===== src/rtl/perf_state_pkg.sv =====
package perf_state_pkg;
  // ----------------------------------------------------------------
  // Register addresses
  // ----------------------------------------------------------------
  localparam logic [11:0] ADDR_MISC_FEATURE_ENABLE = 12'h1A0;
  localparam logic [11:0] ADDR_PERF_CURRENT_STATUS = 12'h198;
  localparam logic [11:0] ADDR_PERF_TARGET_CONTROL = 12'h199;
  localparam logic [11:0] ADDR_REFERENCE_CYCLE_COUNT = 12'h0E7;
  localparam logic [11:0] ADDR_ACTUAL_CYCLE_COUNT = 12'h0E8;
  // ----------------------------------------------------------------
  // Field positions
  // ----------------------------------------------------------------
  localparam int PSTATE_ENABLE_BIT = 16;
  localparam int BOOST_DISENGAGE_BIT = 32;
  localparam int POINT_WIDTH = 16;
  localparam int ID_FEATURE_TRANSITION_BIT = 7;
  localparam int ID_FEEDBACK_COUNTERS_BIT = 0;
  // ----------------------------------------------------------------
  // Reset values and timing
  // ----------------------------------------------------------------
  localparam logic [63:0] MISC_RESET = 64'h0000_0000_0000_0000;
  localparam logic [15:0] POINT_RESET = 16'h0000;
  localparam logic [15:0] POINT_MAX = 16'h00FF;
  localparam int STEP_TIME_NS = 1000;
  localparam int CLK_PERIOD_NS = 50;
  localparam int STEP_CYCLES = (STEP_TIME_NS + CLK_PERIOD_NS - 1) / CLK_PERIOD_NS;
  localparam int REF_DIV = 4;
endpackage

===== src/rtl/feedback_counter_pair.sv =====
`timescale 1ns/1ps
module feedback_counter_pair (
  input wire logic clk_i,
  input wire logic rst_i,
  input wire logic ref_tick_i,
  input wire logic act_tick_i,
  input wire logic active_i,
  input wire logic wr_ref_i,
  input wire logic wr_act_i,
  input wire logic [63:0] wdata_i,
  output logic [63:0] ref_count_o,
  output logic [63:0] act_count_o
);
  logic [63:0] next_ref;
  logic [63:0] next_act;
  logic ref_wrap;
  logic act_wrap;

  always_comb begin
    next_ref = ref_count_o;
    next_act = act_count_o;
    ref_wrap = active_i && ref_tick_i && (&ref_count_o);
    act_wrap = active_i && act_tick_i && (&act_count_o);
    if (active_i && ref_tick_i) begin
      next_ref = ref_count_o + 64'h1;
    end
    if (active_i && act_tick_i) begin
      next_act = act_count_o + 64'h1;
    end
    // A wrap of either resets both so the ratio stays coherent
    if (ref_wrap || act_wrap) begin
      next_ref = 64'h0;
      next_act = 64'h0;
    end
    if (wr_ref_i) begin
      next_ref = wdata_i;
    end
    if (wr_act_i) begin
      next_act = wdata_i;
    end
  end

  always_ff @(posedge clk_i) begin
    if (rst_i) begin
      ref_count_o <= 64'h0;
      act_count_o <= 64'h0;
    end else begin
      ref_count_o <= next_ref;
      act_count_o <= next_act;
    end
  end
endmodule


===== src/rtl/perf_state_ctrl_feedback.sv =====
`timescale 1ns/1ps
// Function
// Identification feature word reports transition support at bit 7.
// Global enable is misc register bit 16, cleared on reset.
// Writing a 16-bit point to the control register starts a transition.
// A write during a transition is kept and followed afterwards.
// Control register reads return the last requested target.
// Status register reports the point in effect, updated as it moves.
// Codes above a device limit are not valid targets and are clamped.
// Identification leaf word reports feedback counters at bit 0.
// Reference counter at 0xE7 counts a fixed rate.
// Actual counter at 0xE8 counts delivered performance, throttles included.
// Counters advance only in the active power state.
// Wrap of either counter clears both together.
// Counters are 64 bits, each writable alone.
// Software records or zeroes counters at each window start.
// Software detects a wrap by a smaller new value.
// Software reads both counters back to back.
// Software uses only the ratio of the counts.
// Boost only when enabled, headroom present and criteria met.
// Control bit 32 disengages boost; clearing re-engages it.
// Disengage bit is private and not mirrored in status.
// Control writes are ignored while the global enable is clear.
// Reference counts divider ticks; actual counts delivered core clock ticks.
module perf_state_ctrl_feedback (
  input wire logic CLK_SYS_I,
  input wire logic RST_I,
  input wire logic REG_WR_I,
  input wire logic REG_RD_I,
  input wire logic [11:0] REG_ADDR_I,
  input wire logic [63:0] REG_WDATA_I,
  input wire logic ACTIVE_STATE_I,
  input wire logic CORE_CLK_TICK_I,
  input wire logic THERMAL_HEADROOM_I,
  input wire logic BOOST_CRITERIA_I,
  output logic [63:0] REG_RDATA_O,
  output logic [31:0] ID_FEATURE_ECX_O,
  output logic [31:0] ID_POWER_LEAF_ECX_O,
  output logic [15:0] OPERATING_POINT_O,
  output logic TRANSITION_BUSY_O,
  output logic BOOST_ENGAGED_O
);
  // ----------------------------------------------------------------
  // State
  // ----------------------------------------------------------------
  typedef enum logic [0:0] {
    ST_IDLE = 1'b0,
    ST_STEP = 1'b1
  } trans_state_e;

  trans_state_e state;
  trans_state_e next_state;
  logic [63:0] misc_feature_enable;
  logic [63:0] next_misc;
  logic [15:0] target_point;
  logic [15:0] next_target;
  logic boost_disengage;
  logic next_disengage;
  logic [15:0] current_point;
  logic [15:0] next_current;
  logic [7:0] step_cnt;
  logic [7:0] next_step_cnt;
  logic [7:0] ref_div_cnt;
  logic [7:0] next_ref_div_cnt;
  logic [63:0] next_rdata;
  logic boost_on;
  logic next_boost;
  logic ref_tick;
  logic pstate_enabled;
  logic wr_ctl;
  logic wr_ref;
  logic wr_act;
  logic [63:0] ref_count;
  logic [63:0] act_count;

  // Out-of-range codes are clamped so a bad write still lands on a legal point
  function automatic logic [15:0] clamp_point(input logic [15:0] p);
    clamp_point = (p > perf_state_pkg::POINT_MAX) ? perf_state_pkg::POINT_MAX : p;
  endfunction

  function automatic logic addr_hit(input logic [11:0] a, input logic [11:0] b);
    addr_hit = (a == b);
  endfunction

  assign pstate_enabled = misc_feature_enable[perf_state_pkg::PSTATE_ENABLE_BIT];
  assign wr_ctl = REG_WR_I && addr_hit(REG_ADDR_I, perf_state_pkg::ADDR_PERF_TARGET_CONTROL);
  assign wr_ref = REG_WR_I && addr_hit(REG_ADDR_I, perf_state_pkg::ADDR_REFERENCE_CYCLE_COUNT);
  assign wr_act = REG_WR_I && addr_hit(REG_ADDR_I, perf_state_pkg::ADDR_ACTUAL_CYCLE_COUNT);
  assign ref_tick = (ref_div_cnt == 8'(perf_state_pkg::REF_DIV - 1));

  // ----------------------------------------------------------------
  // Identification words
  // ----------------------------------------------------------------
  always_comb begin
    ID_FEATURE_ECX_O = 32'h0;
    ID_FEATURE_ECX_O[perf_state_pkg::ID_FEATURE_TRANSITION_BIT] = 1'b1;
    ID_POWER_LEAF_ECX_O = 32'h0;
    ID_POWER_LEAF_ECX_O[perf_state_pkg::ID_FEEDBACK_COUNTERS_BIT] = 1'b1;
  end

  // ----------------------------------------------------------------
  // Control registers and transition engine
  // ----------------------------------------------------------------
  always_comb begin
    next_state = state;
    next_misc = misc_feature_enable;
    next_target = target_point;
    next_disengage = boost_disengage;
    next_current = current_point;
    next_step_cnt = step_cnt;
    if (REG_WR_I && addr_hit(REG_ADDR_I, perf_state_pkg::ADDR_MISC_FEATURE_ENABLE)) begin
      next_misc = REG_WDATA_I;
    end
    // Disabled feature leaves the whole control register untouched
    if (wr_ctl && pstate_enabled) begin
      next_target = clamp_point(REG_WDATA_I[15:0]);
      next_disengage = REG_WDATA_I[perf_state_pkg::BOOST_DISENGAGE_BIT];
    end
    // One code step per interval; a retarget mid-way just steers the next step
    case (state)
      ST_IDLE: begin
        if (current_point != target_point) begin
          next_state = ST_STEP;
          next_step_cnt = 8'(perf_state_pkg::STEP_CYCLES - 1);
        end
      end
      ST_STEP: begin
        if (step_cnt != 8'h0) begin
          next_step_cnt = step_cnt - 8'h1;
        end else begin
          if (current_point < target_point) begin
            next_current = current_point + 16'h1;
          end else if (current_point > target_point) begin
            next_current = current_point - 16'h1;
          end
          next_state = ST_IDLE;
        end
      end
      default: begin
        next_state = ST_IDLE;
      end
    endcase
  end

  always_ff @(posedge CLK_SYS_I) begin
    if (RST_I) begin
      state <= ST_IDLE;
      misc_feature_enable <= perf_state_pkg::MISC_RESET;
      target_point <= perf_state_pkg::POINT_RESET;
      boost_disengage <= 1'b0;
      current_point <= perf_state_pkg::POINT_RESET;
      step_cnt <= 8'h0;
    end else begin
      state <= next_state;
      misc_feature_enable <= next_misc;
      target_point <= next_target;
      boost_disengage <= next_disengage;
      current_point <= next_current;
      step_cnt <= next_step_cnt;
    end
  end

  // ----------------------------------------------------------------
  // Reference divider, boost, read data
  // ----------------------------------------------------------------
  always_comb begin
    // Free-running divider: phase fixed at reset, never retimed by register writes
    next_ref_div_cnt = ref_tick ? 8'h0 : ref_div_cnt + 8'h1;
    // Boost is opportunistic: every condition must hold, never promised
    next_boost = pstate_enabled && !boost_disengage && THERMAL_HEADROOM_I && BOOST_CRITERIA_I;
    // Held between reads so a slow reader still sees a steady word
    next_rdata = REG_RDATA_O;
    if (REG_RD_I) begin
      case (REG_ADDR_I)
        perf_state_pkg::ADDR_MISC_FEATURE_ENABLE: next_rdata = misc_feature_enable;
        perf_state_pkg::ADDR_PERF_TARGET_CONTROL: begin
          next_rdata = 64'h0;
          next_rdata[15:0] = target_point;
          next_rdata[perf_state_pkg::BOOST_DISENGAGE_BIT] = boost_disengage;
        end
        perf_state_pkg::ADDR_PERF_CURRENT_STATUS: next_rdata = {48'h0, current_point};
        perf_state_pkg::ADDR_REFERENCE_CYCLE_COUNT: next_rdata = ref_count;
        perf_state_pkg::ADDR_ACTUAL_CYCLE_COUNT: next_rdata = act_count;
        default: next_rdata = 64'h0;
      endcase
    end
  end

  always_ff @(posedge CLK_SYS_I) begin
    if (RST_I) begin
      ref_div_cnt <= 8'h0;
      boost_on <= 1'b0;
      REG_RDATA_O <= 64'h0;
    end else begin
      ref_div_cnt <= next_ref_div_cnt;
      boost_on <= next_boost;
      REG_RDATA_O <= next_rdata;
    end
  end

  // Status read and point pin share one register; a read returns the point the pin showed in the read cycle
  assign OPERATING_POINT_O = current_point;
  assign TRANSITION_BUSY_O = (state == ST_STEP);
  assign BOOST_ENGAGED_O = boost_on;

  // ----------------------------------------------------------------
  // Feedback counters
  // ----------------------------------------------------------------
  feedback_counter_pair i_feedback_counter_pair (
    .clk_i(CLK_SYS_I),
    .rst_i(RST_I),
    .ref_tick_i(ref_tick),
    .act_tick_i(CORE_CLK_TICK_I),
    .active_i(ACTIVE_STATE_I),
    .wr_ref_i(wr_ref),
    .wr_act_i(wr_act),
    .wdata_i(REG_WDATA_I),
    .ref_count_o(ref_count),
    .act_count_o(act_count)
  );
endmodule


===== config.mk =====
export PLATFORM = sky130hd
export DESIGN_NAME = perf_state_ctrl_feedback
export DESIGN_NICKNAME = d
export VERILOG_FILES = /design/src/rtl/perf_state_pkg.sv /design/src/rtl/feedback_counter_pair.sv /design/src/rtl/perf_state_ctrl_feedback.sv
export SDC_FILE = /design/constraint.sdc
export NUM_CORES = 1
export LEC_CHECK = 0
export BUFFER_PORTS_ARGS = -buffer_cell sky130_fd_sc_hd__buf_2
export CORE_MARGIN = 5
export CORE_UTILIZATION = 35
export CTS_CLUSTER_DIAMETER = 50
export DETAILED_ROUTE_END_ITERATION = 12
export GPL_TIMING_DRIVEN = 0
export PLACE_DENSITY_LB_ADDON = 0.08
export SKIP_LAST_GASP = 1
export SYNTH_ARGS = -nofsm -noshare
export SYNTH_HDL_FRONTEND = slang
export SYNTH_HIERARCHICAL = 1
export SYNTH_SLANG_ARGS = --single-unit
export TNS_END_PERCENT = 20

===== constraint.sdc =====
create_clock -name CLK_SYS_I -period 5.1 [get_ports CLK_SYS_I]
set_clock_uncertainty 0.15 [all_clocks]
set_input_delay 0.51 -clock CLK_SYS_I [delete_from_list [all_inputs] [get_ports CLK_SYS_I]]
set_output_delay 0.51 -clock CLK_SYS_I [all_outputs]
set_load 0.05 [all_outputs]

==> results of run 1 <==
## registers in the layout, summed over array words and instances (netlist names)
name	cells
REG_RDATA_O	64
i_feedback_counter_pair/act_count_o	64
i_feedback_counter_pair/ref_count_o	64
misc_feature_enable	64
OPERATING_POINT_O	16
target_point	16
ref_div_cnt	8
step_cnt	8
BOOST_ENGAGED_O	1
TRANSITION_BUSY_O	1
boost_disengage	1
## area by class of cell
| cell class | instances | area (um2) | area share [%] |
|---|---|---|---|
| Sequential cell | 307 | 6150 | 28.8 |
| Antenna cell | 3 | 7.51 | 0.0352 |
| Clock inverter | 25 | 302 | 1.41 |
| Timing Repair Buffer | 164 | 821 | 3.85 |
| Inverter | 39 | 146 | 0.686 |
| Buffer | 221 | 1190 | 5.56 |
| Clock buffer | 59 | 1340 | 6.30 |
| Tap cell | 672 | 841 | 3.94 |
| Multi-Input combinational cell | 1853 | 10500 | 49.4 |
## synth_stat cells, types with 7 or more instances
master     number
clkbuf_1       93
nor4_1         30
a21oi_1       262
a31oi_1         8
a22o_1         10
o21ai_0        93
a22oi_1        48
nand2_1       385
buf_4          69
dfxtp_1       307
a222oi_1       48
a311oi_1       19
nor2_2          9
and4_1         15
and2_1         11
and3_1         26
or3_1          11
buf_2          34
buf_1          17
a31o_2          8
a2111oi_2      14
o31ai_1        20
inv_1          39
ha_1           34
mux2i_1        19
xor2_1         18
nor2_1        238
nand4_1        57
a211oi_1       69
or2_2           7
nand3_1        95
a21o_1         16
nor3_1         87
nand2b_1       10
xnor2_1        17
## through the flow
| stage | utilization [%] | instance area, um2 |
|---|---|---|
| floorplan | - | 18000 |
| global placement | 39.2 | 19700 |
| detailed placement | 39.2 | 19700 |
| CTS | 42.5 | 21300 |
| global route | 42.5 | 21300 |
| finish | 42.5 | 21300 |
## report_power, final
group	leakage (uW)	switching [uW]	internal [uW]
Sequential	0.00248	143	2500
Clock	0.000801	1280	2130
Combinational	0.00455	3950	2070
Total	0.00783	5370	6690
## cell families after synthesis
kind of cell    synth area share, %
compound gates                 25.0
xor+xnor                       1.73
fa+ha+maj                      2.51
buf+inv                        7.46
flops                          34.6
mux                            1.26
other cells                  0.0423
simple gates                   27.4
## layer usage
layer / vias up / GRT usage (%) / routed length, um
li1: 9106 / - / -
met1: 9448 / 39.3 / 36200
met2: 1054 / 45.6 / 37400
met3: 181 / 5.42 / 7990
met4: 0 / 10.7 / 3150
met5: - / 0 / 0
## worst max-delay path by stage
stage	depth (start not counted)	start	to
floorplan	12	OPERATING_POINT_O[11]$_SDFFE_PP0P_	OPERATING_POINT_O[15]$_SDFFE_PP0P_
global placement	12	REG_ADDR_I[0]	i_feedback_counter_pair/ref_count_o[13]$_SDFFE_PP0P_
detailed placement	12	REG_ADDR_I[0]	i_feedback_counter_pair/ref_count_o[44]$_SDFFE_PP0P_
CTS	10	ref_div_cnt[0]$_SDFF_PP0_	i_feedback_counter_pair/ref_count_o[45]$_SDFFE_PP0P_
global route	12	OPERATING_POINT_O[11]$_SDFFE_PP0P_	OPERATING_POINT_O[15]$_SDFFE_PP0P_
finish	11	REG_ADDR_I[1]	i_feedback_counter_pair/act_count_o[6]$_SDFFE_PP0P_
## critical path, cell delays in order
cell	delay, ns
buf_2	0.11
or4b_2	0.65
nor3_1	0.43
buf_2	0.53
buf_2	0.33
and2_1	0.23
clkbuf_1	0.63
buf_1	0.82
clkbuf_1	0.72
a22oi_1	0.20
nor3_1	0.22
## timing repair
item | in CTS | in global routing
endpoints found under the setup margin | 0 | 26
resized for setup | 0 | 5
hold endpoints to repair | 0 | 0
==> run_results.csv, run 1 <==
group,metric,value,unit
synthesis,seq_area_frac_synth,34.6,%
die,core_area,0.0502,mm2
setup_path,crit_type,"in -> reg",
clock_network,numCtsBuffers,47,
run_status,violations,"capacitance limit, slew limit",
die,std_cell_rows,82,
timing,setup_viol,0,
timing,worstMarginPinSlew,1.51,ns
cells_and_area,fill_cells,5192,
route,routed_wl,84700,um
hold_path,hold_class,"in -> reg",
timing,fin_hold_ws,0.0495,ns
power_and_ir_drop,powerDensity,565,mW/mm2
timing,relSlewSlack,-1.30,%
route,post_drt_via_cell_ratio,5.92,
die,die_x,235,um
setup_path,end_kind,"flop",
route,route.antenna.remaining_nets,0,
global_routing,gr-total-overflow,0,
timing,hold_viol,0,
clock_network,cts_sinks,307,
timing,rsz0062_at_grt,"true",
route,drc,0,
clock_network,holdBufCountCts,0,
hold_path,min_path_cells,3,
hold_path,min_from,"REG_WDATA_I[31]",
placement,place_congestion,1.00,
die,die-area,0.0554,mm2
global_routing,grt_max_degree,16,
clock_network,cts_setup_buffers,0,
setup_path,regToRegStartpoint,"ref_div_cnt[0]$_SDFF_PP0_",
setup_path,critPathArrivalTime,5.41,ns
setup_path,ff2ff_setup_slack,0.13,ns
run_status,status,"complete, but fails checks",
synthesis,synth_area_leaders,"dfxtp_1 (35%), nand2_1 (8.1%), a21oi_1 (7.4%), nor2_1 (5.0%), a211oi_1 (2.9%)",
setup_path,startpoint_type,"input pin",
setup_path,worstPathRequired,5.45,ns
synthesis,synth_cells,2358,
cells_and_area,nNetsFinal,2752,
route,dr_total_vias,19800,
synthesis,ys.flop_type,"dfxtp_1",
power_and_ir_drop,finalPower,12100,uW
cells_and_area,finalNonFillerCells,3343,
cells_and_area,drive_above_1_share,16.1,%
timing,fin_tns_setup,0,ns
cells_and_area,final_cell_mix,"nand2_1 (385), dfxtp_1 (307), a21oi_1 (262), nor2_1 (238), buf_2 (198)",
hold_path,hold_end,"misc_feature_enable[31]$_SDFFE_PP0P_",
clock_network,clockRootBuffer,"clkbuf_16",
synthesis,yosys.area.top_type,"dfxtp_1",
die,die_h,235,um
global_routing,antenna_found_initial,7,
global_routing,grt_pass1_wl,123000,um
synthesis,synth-seq-cells,307,
clock_network,insertion_delay,0.59,ns
timing,slew_viol_final,4,
setup_path,crit_fanout,10,
global_routing,track_usage,28.8,%
synthesis,syn_area_per_cell,7.54,um2
synthesis,ys_types,91,
route,drtPass1Iterations,8,
timing,setup_ws,0.0364,ns
synthesis,ys_async_sr_fraction,0,%
clock_network,clk_transition_reported_paths,0.06,ns
run,drv_cap,1,
global_routing,first_global_vias,18500,
placement,dpl_worst_slack,-0.443,ns
die,initial_core_util,35.4,%
placement,dp_hpwl,63400,um
cells_and_area,synthToLayoutAreaGrowth,20.1,%
route,drt_iter0_markers,2129,
clock_network,cts_max_path_buffers,3,
clock_network,cts_tree,"built",
synthesis,ys.warnings.count,6,
clock_network,h-tree-depth,2,
setup_path,r2r-end,"i_feedback_counter_pair/ref_count_o[46]$_SDFFE_PP0P_",
cells_and_area,mostFrequentLayoutCell,"nand2_1",
route,wl_per_cell,25.3,um
synthesis,yosys.area.top_type_share,34.6,%
setup_path,ff2ff_path_depth,10,
timing,fin_crit_sh,99.3,%
power_and_ir_drop,p_leak,0.00783,uW
synthesis,synth_area,0.0178,mm2
die,io_pins,230,
placement,dp.cells,3256,
power_and_ir_drop,ir_drop,0.847,mV
placement,portBuffers,164,
timing,period_needed,5.06,ns
synthesis,synth-edff-count,0,
timing,max_freq,197,MHz
Note: power is estimated with default switching activity, not from simulation.
==> run 2: changes to the inputs <==
- CTS_BUF_LIST: unset -> sky130_fd_sc_hd__clkbuf_16
- SYNTH_HIERARCHICAL: 1 -> unset
==> run_results.csv, run 2 <==
group,metric,value,unit
timing,hold_viol,0,
power_and_ir_drop,pwr-share-clk,24.7,%
clock_network,ctsResizeCount,0,
synthesis,seq_area_frac_synth,36.4,%
hold_path,hold_class,"in -> reg",
die,die-area,0.0528,mm2
synthesis,synth_cells,2153,
synthesis,ys_async_sr_fraction,0,%
clock_network,cts_tree,"built",
setup_path,end_kind,"flop",
synthesis,ys_types,82,
global_routing,track_usage,27.5,%
run,drv_cap,0,
power_and_ir_drop,netSwitchingFraction,42.6,%
route,post_drt_via_cell_ratio,5.74,
setup_path,startpoint_type,"flop",
timing,max_freq,207,MHz
synthesis,synth-edff-count,0,
timing,worstMarginPinSlew,1.35,ns
power_and_ir_drop,p_leak,0.00764,uW
synthesis,ys.warnings.count,0,
timing,slew_viol_final,0,
run_status,status,"complete, no violations",
cells_and_area,ff_latch_area,0.00615,mm2
synthesis,synth_area,0.0169,mm2
power_and_ir_drop,ir_drop,0.962,mV
placement,place_congestion,0.962,
placement,dp_hpwl,56500,um
clock_network,clockRootBuffer,"clkbuf_16",
die,core_area,0.0477,mm2
cells_and_area,final_cell_mix,"dfxtp_1 (307), nor2_1 (282), nand2_1 (263), a21oi_1 (215), buf_2 (184)",
power_and_ir_drop,seqPwrFrac,21.3,%
global_routing,antenna_found_initial,7,
route,drc,0,
setup_path,crit_type,"reg -> reg",
die,io_pins,230,
clock_network,clk_transition_reported_paths,0.06,ns
synthesis,yosys.area.top_type,"dfxtp_1",
power_and_ir_drop,combPwrFrac,54.0,%
cells_and_area,postLayoutCoreUtil,42.3,%
route,wl_per_cell,24.7,um
synthesis,synth.most_common_cell,"dfxtp_1",
placement,portBuffers,164,
synthesis,synth-seq-cells,307,
cells_and_area,nNetsFinal,2546,
global_routing,gr-total-overflow,0,
global_routing,grt_pass1_wl,110000,um
clock_network,cts_sinks,307,
cells_and_area,finalNonFillerCells,3079,
synthesis,ys.flop_type,"dfxtp_1",
die,initial_core_util,35.4,%
timing,period_needed,4.82,ns
synthesis,synth_area_leaders,"dfxtp_1 (36%), a21oi_1 (6.4%), nor2_1 (6.3%), nand2_1 (5.8%), a22oi_1 (3.2%)",
clock_network,holdBufCountCts,0,
timing,setup_viol,0,
clock_network,cts_setup_buffers,0,
route,route.antenna.remaining_nets,0,
cells_and_area,drive_above_1_share,15.7,%
clock_network,h-tree-depth,2,
clock_network,numCtsBuffers,44,
cells_and_area,multi_input_area,0.00969,mm2
cells_and_area,fill_cells,4959,
die,std_cell_rows,80,
route,routed_wl,76100,um
synthesis,ys_top_cells_by_count,"dfxtp_1 (307), nor2_1 (282), nand2_1 (263)",
route,dr_total_vias,17700,
route,drt_iter0_markers,1885,
synthesis,yosys.area.top_type_share,36.4,%
power_and_ir_drop,p_int,7160,uW
setup_path,worstPathRequired,5.42,ns
timing,fin_crit_sh,94.5,%
timing,fin_hold_ws,0.0525,ns
global_routing,first_global_vias,16800,
power_and_ir_drop,powerDensity,617,mW/mm2
die,die_h,230,um
clock_network,cts_max_path_buffers,3,
die,die_x,230,um
setup_path,critPathArrivalTime,5.14,ns
setup_path,crit_fanout,11,
timing,rsz0062_at_grt,"false",
power_and_ir_drop,p_sw,5320,uW
global_routing,grt_max_degree,12,
cells_and_area,synthToLayoutAreaGrowth,19.6,%
placement,dp.cells,2996,
route,drtPass1Iterations,10,
clock_network,insertion_delay,0.59,ns
timing,relSlewSlack,9.02,%
cells_and_area,mostFrequentLayoutCell,"dfxtp_1",
synthesis,syn_area_per_cell,7.85,um2
==> run 2: cell count changes in the layout (fill, tap and decap cells not counted), moves of 14 or more <==
cell,before,now
a211oi_1,69,6
a21oi_1,262,215
a22oi_1,48,72
buf_2,198,184
clkbuf_1,94,109
inv_1,39,55
mux2_2,3,18
nand2_1,385,263
nand4_1,57,39
nor2_1,238,282
o21ai_0,93,42
xnor2_1,17,51
xor2_1,18,40
==> run 2: area by class of cell <==
class | instances | share of cell area (%)
sequential | 307 | 30.4
inverter | 49 | 0.910
clock buffer | 45 | 5.57
tap | 615 | 3.81
buffer | 213 | 5.57
clock inverter | 35 | 1.60
timing repair buffer | 166 | 4.15
antenna | 3 | 0.0371
multi-input combinational | 1646 | 47.9
==> run 2: metal layers <==
metal	global-route usage, %	vias up	routed length (um)
li1	-	8225	-
met1	36.8	8440	31900
met2	43.7	831	33900
met3	5.43	168	7010
met4	10.9	0	3280
met5	0	-	0
==> run 2: power by group through the flow <==
stage          combinational [uW]  sequential [uW]  clock (uW)
6_report                     6730             2660        3090
5_1_grt                      7010             2680        3230
4_1_cts                      6660             2650        3140
3_5_place_dp                 6600             2700           0
3_3_place_gp                 4230             2710           0
2_1_floorplan                4080             2910           0
==> run 2: critical path: stages, from the launching register on <==
cell	delay [ns]
dfxtp_1	0.45
ha_1	0.29
nor2b_1	0.13
o21a_1	0.16
o21a_1	0.16
o21ai_0	0.26
o211ai_1	0.41
buf_6	0.29
ha_1	0.35
o21ai_0	0.14
o21ai_0	0.34
a21oi_1	0.17
o31ai_1	0.38
nor4_1	0.09
nor3_1	0.37
mux2i_1	0.24
mux2_2	0.34
==> run 2: path summary, 6_finish.rpt <==
check / start / to / slack (ns) / depth (start not counted)
hold reg to reg: misc_feature_enable[2]$_SDFFE_PP0P_ / misc_feature_enable[2]$_SDFFE_PP0P_ / 0.30 / 2
setup / recovery: OPERATING_POINT_O[1]$_SDFFE_PP0P_ / OPERATING_POINT_O[15]$_SDFFE_PP0P_ / 0.28 / 16
hold / removal: REG_WDATA_I[42] / i_feedback_counter_pair.ref_count_o[42]$_SDFFE_PP0P_ / 0.05 / 3
setup reg to reg: OPERATING_POINT_O[1]$_SDFFE_PP0P_ / OPERATING_POINT_O[15]$_SDFFE_PP0P_ / 0.28 / 16
==> run 2: logic make-up (layout without fill, tap and decap cells) <==
logic type      after synthesis  count (layout)  synth area share (%)
compound gates              522             522                  21.3
mux                          33              33                  2.09
simple gates                901             901                  25.1
buf+inv                     262             508                  7.75
other cells                   2              67                0.0444
flops                       307             307                  36.4
xor+xnor                     91              91                  4.71
fa+ha+maj                    35              35                  2.63
==> run 2: through the flow <==
stage                     total power [uW]  setup slack [ns]  instance area (um2)  setup TNS (ns)
after floorplan                       6990             0.742                17100               0
after global placement                6950            -0.134                18700          -0.134
after detailed placement              9310             0.193                18800               0
after CTS                            12500             0.211                20200               0
after global routing                 12900            0.0646                20200               0
final                                12500             0.279                20200               0
